===== src/apt_pkg.sv =====
// Package for the converter pair trigger and vector control block.
// Assumes one 200 MHz clock and a classic Wishbone slave with 32-bit data.
package apt_pkg;

  // Register byte addresses
  localparam logic [7:0] ADDR_TABLE_BASE = 8'h00;
  localparam logic [7:0] ADDR_PIN_LOW    = 8'h04;
  localparam logic [7:0] ADDR_PIN_HIGH   = 8'h08;
  localparam logic [7:0] ADDR_PAIR_CTRL  = 8'h0c;
  localparam logic [7:0] ADDR_GLOBAL     = 8'h10;
  localparam logic [7:0] ADDR_READY      = 8'h14;

  // Field layout of the pair control register (per byte lane), plus the global trigger bit and the encoder shift
  localparam int SEL_LSB    = 0;
  localparam int SEL_MSB    = 4;
  localparam int SWTRG_BIT  = 5;
  localparam int PEND_BIT   = 6;
  localparam int IRQEN_BIT  = 7;
  localparam int GSW_BIT    = 0;
  localparam int ENC_SHIFT  = 2;

  // Trigger select codes
  localparam logic [4:0] TRG_OFF      = 5'h00;
  localparam logic [4:0] TRG_IND_SW   = 5'h01;
  localparam logic [4:0] TRG_GLOBAL   = 5'h02;
  localparam logic [4:0] TRG_SPECIAL  = 5'h03;
  localparam logic [4:0] TRG_PRI_LO   = 5'h04;
  localparam logic [4:0] TRG_PRI_HI   = 5'h0b;
  localparam logic [4:0] TRG_TMR1     = 5'h0c;
  localparam logic [4:0] TRG_SEC_SPEC = 5'h0d;
  localparam logic [4:0] TRG_SEC_LO   = 5'h0e;
  localparam logic [4:0] TRG_SEC_HI   = 5'h16;
  localparam logic [4:0] TRG_CL_LO    = 5'h17;
  localparam logic [4:0] TRG_CL_HI    = 5'h1e;
  localparam logic [4:0] TRG_TMR2     = 5'h1f;

  // Trigger event pulses from PWM generators and timers
  typedef struct packed {
    logic       tmr2;        // Timer 2 period match
    logic [7:0] pwm_cl;      // Current-limit triggers, generators 8..1
    logic [8:0] pwm_sec;     // Secondary triggers, generators 9..1
    logic       sec_special; // Secondary special event
    logic       tmr1;        // Timer 1 period match
    logic [7:0] pwm_pri;     // Primary triggers, generators 8..1
    logic       special;     // Primary special event
  } apt_trig_t;

  // Entire state of the control block
  typedef struct packed {
    logic [15:1]      base;
    logic [15:0]      pin_lo;
    logic [7:0]       pin_hi;
    logic [1:0][4:0]  trgsel;
    logic [1:0]       irq_en;
    logic [1:0]       pend;
    logic [1:0]       swtrg;
    logic [1:0]       issued;
    logic             gsw;
    logic             gsw_d;
    logic [6:0]       ready;
    logic             start;
    logic             start_pair;
    logic [1:0]       irq;
    logic             ack;
    logic [31:0]      dat;
  } apt_state_t;

endpackage : apt_pkg


===== src/apt_ctrl.sv =====
// Converter pair control: pin select, trigger select, pending tracking,
// pair interrupts and the vector read of the jump-table base.
// Assumes trigger inputs and converter answers come from logic on clk_i.
//
// Contract
// Table base stores bits 15..1; bit 0 reads zero.
// Reading table base returns stored base plus encoded ready term.
// Encoder picks lowest-numbered set ready flag; pair 0 ranks highest.
// Encoded pair number shifts left two bits before the add.
// Pin-select one: digital input enabled, converter mux tied to ground.
// Pin-select zero: analog mode, digital input off, pin is sampled.
// High pin-select register holds channels 16..23; upper byte reads zero.
// Pair interrupt enabled raises a request when that pair's conversion completes.
// Pending sets on selected trigger; reads zero once conversion completes.
// Software trigger starts pair; hardware clears it once pending sets.
// Software selects individual trigger code before setting software trigger.
// Requests wait while converter is busy, then proceed.
// Codes 0..3: off, individual, global, primary special event.
// Codes 4..11 primary PWM 1..8; code 12 timer 1.
// Code 13 secondary special; codes 14..22 secondary PWM 1..9.
// Codes 23..30 current-limit PWM 1..8; code 31 timer 2.
// First pair register: pair 1 in bits 15..8, pair 0 in bits 7..0.
// Ready flags set by hardware, cleared only by writing zero.
// Global trigger starts all global pairs; it never clears itself.
// With no ready flag set, vector read returns plain base.
// All writable controls reset to zero.
`timescale 1ns/1ps
module apt_ctrl #(
  parameter int NUM_READY = 7
) (
  input  wire logic                clk_i,       // System clock, 200 MHz
  input  wire logic                rst_i,       // Synchronous reset, active high
  input  wire logic                cyc_i,       // Wishbone cycle
  input  wire logic                stb_i,       // Wishbone strobe
  input  wire logic                we_i,        // Wishbone write
  input  wire logic [7:0]          adr_i,       // Wishbone byte address
  input  wire logic [3:0]          sel_i,       // Wishbone byte selects
  input  wire logic [31:0]         dat_i,       // Wishbone write data
  output logic      [31:0]         dat_o,       // Wishbone read data
  output logic                     ack_o,       // Wishbone acknowledge
  input  wire apt_pkg::apt_trig_t  trig_i,      // Trigger event pulses
  input  wire logic                conv_busy_i, // Converter resources busy
  input  wire logic [NUM_READY-1:0] conv_done_i, // Pair data in buffer, pulse
  output logic                     conv_start_o, // Start pulse to converter
  output logic                     conv_pair_o, // Pair being started
  output logic [1:0]               irq_o,       // Pair completion requests
  output logic [23:0]              pin_digital_o, // Digital read input enable
  output logic [23:0]              mux_ground_o  // Converter input tied to ground
);

  apt_pkg::apt_state_t st_reg;
  apt_pkg::apt_state_t st_next;

  logic        wr_en;
  logic [31:0] src_vec;
  logic [1:0]  trig_hit;
  logic [2:0]  enc_idx;
  logic        enc_any;
  logic [15:0] vector_val;
  logic [15:0] pair_word;
  logic [31:0] rd_val;

  // Write takes effect on the edge where the master sees ack
  assign wr_en = cyc_i && stb_i && we_i && st_reg.ack;

  // Source vector indexed by the select code; bit 1 is handled per pair
  always_comb begin
    src_vec = '0;
    src_vec[apt_pkg::TRG_GLOBAL]  = st_reg.gsw && !st_reg.gsw_d;
    src_vec[apt_pkg::TRG_SPECIAL] = trig_i.special;
    src_vec[apt_pkg::TRG_PRI_HI:apt_pkg::TRG_PRI_LO] = trig_i.pwm_pri;
    src_vec[apt_pkg::TRG_TMR1]     = trig_i.tmr1;
    src_vec[apt_pkg::TRG_SEC_SPEC] = trig_i.sec_special;
    src_vec[apt_pkg::TRG_SEC_HI:apt_pkg::TRG_SEC_LO] = trig_i.pwm_sec;
    src_vec[apt_pkg::TRG_CL_HI:apt_pkg::TRG_CL_LO]   = trig_i.pwm_cl;
    src_vec[apt_pkg::TRG_TMR2]     = trig_i.tmr2;
  end

  // Per-pair trigger decode; code zero never fires
  for (genvar p = 0; p < 2; p++) begin : g_pair
    always_comb begin
      if (st_reg.trgsel[p] == apt_pkg::TRG_IND_SW) begin
        trig_hit[p] = st_reg.swtrg[p];
      end else if (st_reg.trgsel[p] == apt_pkg::TRG_OFF) begin
        trig_hit[p] = 1'b0;
      end else begin
        trig_hit[p] = src_vec[st_reg.trgsel[p]];
      end
    end
  end

  // Priority encoder: the lowest pair number wins
  always_comb begin
    enc_idx = '0;
    enc_any = 1'b0;
    for (int i = NUM_READY - 1; i >= 0; i--) begin
      if (st_reg.ready[i]) begin
        enc_idx = i[2:0];
        enc_any = 1'b1;
      end
    end
  end

  // Vector value: base with bit 0 zero plus the shifted pair number
  assign vector_val = {st_reg.base, 1'b0}
                    + (enc_any ? {11'h000, enc_idx, 2'b00} : 16'h0000);

  // Pair control word as software sees it
  assign pair_word = {st_reg.irq_en[1], st_reg.pend[1], st_reg.swtrg[1], st_reg.trgsel[1],
                      st_reg.irq_en[0], st_reg.pend[0], st_reg.swtrg[0], st_reg.trgsel[0]};

  // Read multiplexer; unmapped addresses read zero
  always_comb begin
    case (adr_i)
      apt_pkg::ADDR_TABLE_BASE: rd_val = {16'h0000, vector_val};
      apt_pkg::ADDR_PIN_LOW:    rd_val = {16'h0000, st_reg.pin_lo};
      apt_pkg::ADDR_PIN_HIGH:   rd_val = {24'h000000, st_reg.pin_hi};
      apt_pkg::ADDR_PAIR_CTRL:  rd_val = {16'h0000, pair_word};
      apt_pkg::ADDR_GLOBAL:     rd_val = {31'h0, st_reg.gsw};
      apt_pkg::ADDR_READY:      rd_val = {25'h0, st_reg.ready};
      default:                  rd_val = 32'h00000000;
    endcase
  end

  // Next-state logic for the whole block
  always_comb begin
    st_next = st_reg;
    st_next.start = 1'b0;
    st_next.irq   = 2'b00;
    st_next.gsw_d = st_reg.gsw;

    // Bus answer: one ack per request, dropped the cycle after
    st_next.ack = cyc_i && stb_i && !st_reg.ack;
    if (cyc_i && stb_i && !st_reg.ack && !we_i) begin
      st_next.dat = rd_val;
    end

    // Register writes, honouring byte selects
    if (wr_en) begin
      case (adr_i)
        apt_pkg::ADDR_TABLE_BASE: begin
          if (sel_i[0]) st_next.base[7:1] = dat_i[7:1];
          if (sel_i[1]) st_next.base[15:8] = dat_i[15:8];
        end
        apt_pkg::ADDR_PIN_LOW: begin
          if (sel_i[0]) st_next.pin_lo[7:0] = dat_i[7:0];
          if (sel_i[1]) st_next.pin_lo[15:8] = dat_i[15:8];
        end
        apt_pkg::ADDR_PIN_HIGH: begin
          if (sel_i[0]) st_next.pin_hi = dat_i[7:0];
        end
        apt_pkg::ADDR_PAIR_CTRL: begin
          for (int p = 0; p < 2; p++) begin
            if (sel_i[p]) begin
              st_next.trgsel[p] = dat_i[8*p+apt_pkg::SEL_MSB -: 5];
              st_next.irq_en[p] = dat_i[8*p+apt_pkg::IRQEN_BIT];
              st_next.swtrg[p]  = dat_i[8*p+apt_pkg::SWTRG_BIT];
            end
          end
        end
        apt_pkg::ADDR_GLOBAL: begin
          if (sel_i[0]) st_next.gsw = dat_i[apt_pkg::GSW_BIT];
        end
        apt_pkg::ADDR_READY: begin
          // Only writing zero clears a flag; ones are ignored
          if (sel_i[0]) st_next.ready = st_reg.ready & dat_i[NUM_READY-1:0];
        end
        default: begin
        end
      endcase
    end

    // Completion: ready set wins over a software clear
    st_next.ready = st_next.ready | conv_done_i;
    for (int p = 0; p < 2; p++) begin
      if (conv_done_i[p]) begin
        st_next.pend[p]   = 1'b0;
        st_next.issued[p] = 1'b0;
        st_next.irq[p]    = st_reg.irq_en[p];
      end
      // A new trigger wins over a completion in the same cycle
      if (trig_hit[p]) begin
        st_next.pend[p] = 1'b1;
      end
      // Software trigger clears itself once pending is set
      if (st_reg.pend[p] && st_reg.swtrg[p] &&
          st_reg.trgsel[p] == apt_pkg::TRG_IND_SW) begin
        st_next.swtrg[p] = 1'b0;
      end
    end

    // Issue: a pending pair waits until the converter is free
    if (!conv_busy_i && !st_reg.start) begin
      if (st_reg.pend[0] && !st_reg.issued[0]) begin
        st_next.start      = 1'b1;
        st_next.start_pair = 1'b0;
        st_next.issued[0]  = 1'b1;
      end else if (st_reg.pend[1] && !st_reg.issued[1]) begin
        st_next.start      = 1'b1;
        st_next.start_pair = 1'b1;
        st_next.issued[1]  = 1'b1;
      end
    end
  end

  // State register; everything resets to zero
  always_ff @(posedge clk_i) begin
    if (rst_i) begin
      st_reg <= '0;
    end else begin
      st_reg <= st_next;
    end
  end

  // Outputs straight from state
  assign dat_o        = st_reg.dat;
  assign ack_o        = st_reg.ack;
  assign conv_start_o = st_reg.start;
  assign conv_pair_o  = st_reg.start_pair;
  assign irq_o        = st_reg.irq;
  // Digital mode and grounded mux share one bit per pin
  assign pin_digital_o = {st_reg.pin_hi, st_reg.pin_lo};
  assign mux_ground_o  = {st_reg.pin_hi, st_reg.pin_lo};
endmodule : apt_ctrl


===== config.mk =====
export PLATFORM = sky130hd
export DESIGN_NAME = apt_ctrl
export DESIGN_NICKNAME = d
export VERILOG_FILES = /design/src/apt_pkg.sv /design/src/apt_ctrl.sv
export SDC_FILE = /design/constraint.sdc
export NUM_CORES = 1
export LEC_CHECK = 0
export ABC_AREA = 1
export BUFFER_PORTS_ARGS = -buffer_cell sky130_fd_sc_hd__buf_4
export CAP_MARGIN = 20
export CORE_ASPECT_RATIO = 1.4
export CORE_MARGIN = 2
export CORE_UTILIZATION = 47
export DETAILED_ROUTE_END_ITERATION = 7
export PLACE_DENSITY = 0.73
export SLEW_MARGIN = 20
export SYNTH_ARGS = -nofsm -noshare
export SYNTH_HDL_FRONTEND = slang
export SYNTH_SLANG_ARGS = --single-unit

===== constraint.sdc =====
create_clock -name clk_i -period 2 [get_ports clk_i]
set_input_delay 0.3 -clock clk_i [delete_from_list [all_inputs] [get_ports clk_i]]
set_output_delay 0.3 -clock clk_i [all_outputs]
set_load 0.03 [all_outputs]

==> out/metrics.csv <==
metric;value;unit
status;complete, but fails checks;
violations;setup timing;
largest_reg_flops;25;
maxSlewViolCount;0;
power_density;600;mW/mm^2
internal_power;3.02;mW
grt_util_all_layers;24.1;%
max_freq;488;MHz
leakagePower;2.99;nW
setup_viol;6;
tritoncts;yes;
peakVddDrop;463;uV
pre_cts_slack;-114;ps
vias;5469;
min_path_type;in2reg;
p_sw_share;23.1;%
startpoint_type;flop;
ios;171;
root_buffer;clkbuf_16;
htree_levels;3;
cp_max_fo;4;
grt_pass1_vias;5114;
antenna_found_initial;0;
cts_buffers;9;
grt_pass1_wl;24000;um
p_comb_share;9.0;%
firstDrtPassIters;5;
power.switching;0.906;mW
cp.arrival;2280;ps
slew-limit-headroom;57.9;%
wire_per_inst;14.2;um
finalWorstSetupSlack;-49.8;ps
postSynthRegisterBits;87;
die_h;131;um
cp.required;2230;ps
post-route-drc-count;0;
worst_pin_slew;632;ps
clock_latency;340;ps
syn_area;0.00543;mm^2
fin_tns_setup;-148;ps
syn_avg_cell_area;6.50;um^2
fin_crit_sh;102;%
power_frac_seq;44.8;%
port_buffers;136;
seq_area_frac_synth;32.1;%
routed_wl;15100;um
core-area;0.0113;mm^2
drt_first_iter_violations;344;
die_w;94.8;um
synth_cell_types;36;
ant_nets;0;
cts_buffer_depth;2;
grt-ovfl-total;0;
place_hpwl;11400;um
cts_sinks;87;
yosysWarnings;0;
hold_viol_final;0;
hold_buffers;0;
pwr-share-clk;46.2;%
nets;1004;
syn_to_final_growth;20.6;%
fin_skew;9.57;ps
vias_per_cell;5.14;
layout-drive-gt1-share;24.9;%
cts_setup_buffers;0;
critical_path_class;reg2reg;
diodes;0;
place_congestion;0.965;
grt_max_degree;59;
end_kind;flop;
min_period;2050;ps
die_area;0.0124;mm^2
r2r_slack;-50;ps
rsz0062_at_grt;yes;
maxCapViolCount;0;
path_clk_slew;60;ps
netlist_instances;835;
rows;46;
start_util;48.1;%
## path summary, 6_finish.rpt
| check | cells after the start | start | endpoint |
|---|---|---|---|
| hold reg to reg | 2 | dat_o[5] | dat_o[5] |
| setup reg to reg | 12 | st_reg[41] | dat_o[4] |
| setup / recovery | 12 | st_reg[41] | dat_o[4] |
| hold / removal | 3 | conv_done_i[6] | st_reg[43] |
## cells in the final DEF (no fill, tap or decap), types with 2 or more instances in the layout
master | netlist | routed
a221oi_1 | 10 | 10
o22ai_1 | 2 | 2
nand2_4 | 1 | 2
nor3_1 | 7 | 6
o21ai_0 | 45 | 44
dfxtp_2 | 0 | 3
inv_2 | 3 | 6
a211oi_1 | 15 | 15
a21oi_4 | 0 | 2
nor3_2 | 2 | 3
inv_1 | 88 | 85
conb_1 | 1 | 16
nand4_1 | 6 | 6
nor2_2 | 6 | 6
nor2_1 | 78 | 78
nand2_1 | 219 | 214
o21ai_1 | 2 | 3
clkbuf_16 | 0 | 9
nand2_2 | 4 | 8
nand3_2 | 3 | 6
bufinv_16 | 0 | 2
dfxtp_1 | 87 | 84
nor2_4 | 3 | 3
a21oi_1 | 55 | 53
clkinv_2 | 0 | 3
a21oi_2 | 1 | 2
nand3_1 | 71 | 68
buf_4 | 87 | 165
## through the flow
step	utilization (%)	cells	power [mW]	instance area, um^2	hold WS (ps)
floorplan	-	850	1.99	5490	417
CTS	57.5	1062	3.94	6490	167
global placement	54.3	1046	2.13	6130	454
global route	58.0	1063	4.05	6550	173
detailed placement	54.3	1046	2.14	6130	458
finish	58.0	1063	3.93	6550	178
## metal layers
metal / track usage, % / share of wire (%)
met4: 12.1 / 4.0
met2: 41.7 / 50
met1: 29.1 / 41
met3: 2.41 / 4.7
met5: 0 / 0
## cells by family (layout without fill, tap and decap cells)
logic type / Yosys count / count (layout) / share of synthesized area, %
simple gates: 405 / 405 / 32.1
buf+inv: 205 / 273 / 20.7
compound gates: 133 / 134 / 14.0
flops: 87 / 87 / 32.1
fa+ha+maj: 4 / 4 / 1.06
other cells: 1 / 16 / 0.0691
## synthesized netlist by cell type
cell type	count	area (um^2)
nand2_1	219	822
inv_1	88	330
buf_4	87	653
dfxtp_1	87	1740
nor2_1	78	293
nand3_1	71	355
a21oi_1	55	275
o21ai_0	45	225
a211oi_1	15	113
clkbuf_1	14	52.6
a221oi_1	10	87.6
buf_2	10	50.1
nor3_1	7	35.0
nand4_1	6	37.5
nor2_2	6	37.5
nand2_2	4	25.0
ha_1	3	37.5
inv_2	3	11.3
nand3_2	3	30.0
nor2_4	3	33.8
buf_6	2	22.5
nor3_2	2	20.0
nor4_1	2	12.5
o21ai_1	2	10.0
o22ai_1	2	12.5
a21oi_2	1	8.76
a221oi_2	1	15.0
a31oi_1	1	6.26
and2_1	1	6.26
clkinv_1	1	3.75
conb_1	1	3.75
fa_1	1	20.0
nand2_4	1	11.3
nor3_4	1	16.3
o311ai_0	1	8.76
or2_2	1	6.26
## area by class of cell
class                           instances  area, um^2
Multi-Input combinational cell        559        2710
Fill cell                            1167        4730
Clock inverter                          6        83.8
Sequential cell                        87        1750
Inverter                               92         345
Timing Repair Buffer                  165        1240
Clock buffer                           10         239
Tap cell                              144         180
## power by group through the flow
stage          combinational (mW)  sequential [mW]  clock [mW]
2_1_floorplan               0.196             1.79           0
3_3_place_gp                0.339             1.79           0
3_5_place_dp                0.341             1.79           0
4_1_cts                     0.346             1.76        1.84
5_1_grt                     0.386             1.76        1.90
6_report                    0.354             1.76        1.81
## what timing repair did
action / CTS / global route
gates cloned: 0 / 1
resized for setup: 10 / 15
setup endpoints to repair: 12 / 13
hold endpoints to repair: 0 / 0
pin swaps: 3 / 12
## worst max-delay path, stage by stage, from the launching register on
cell and delay [ps]:
dfxtp_2 360, inv_2 40, nand2_1 50, nand2_1 50
a21oi_1 120, nor2_1 60, ha_2 190, fa_2 370
or2_2 310, nand3_1 80, o21ai_0 70, nor2_1 130
a31oi_1 90
Power figures use the tool's default switching activity.
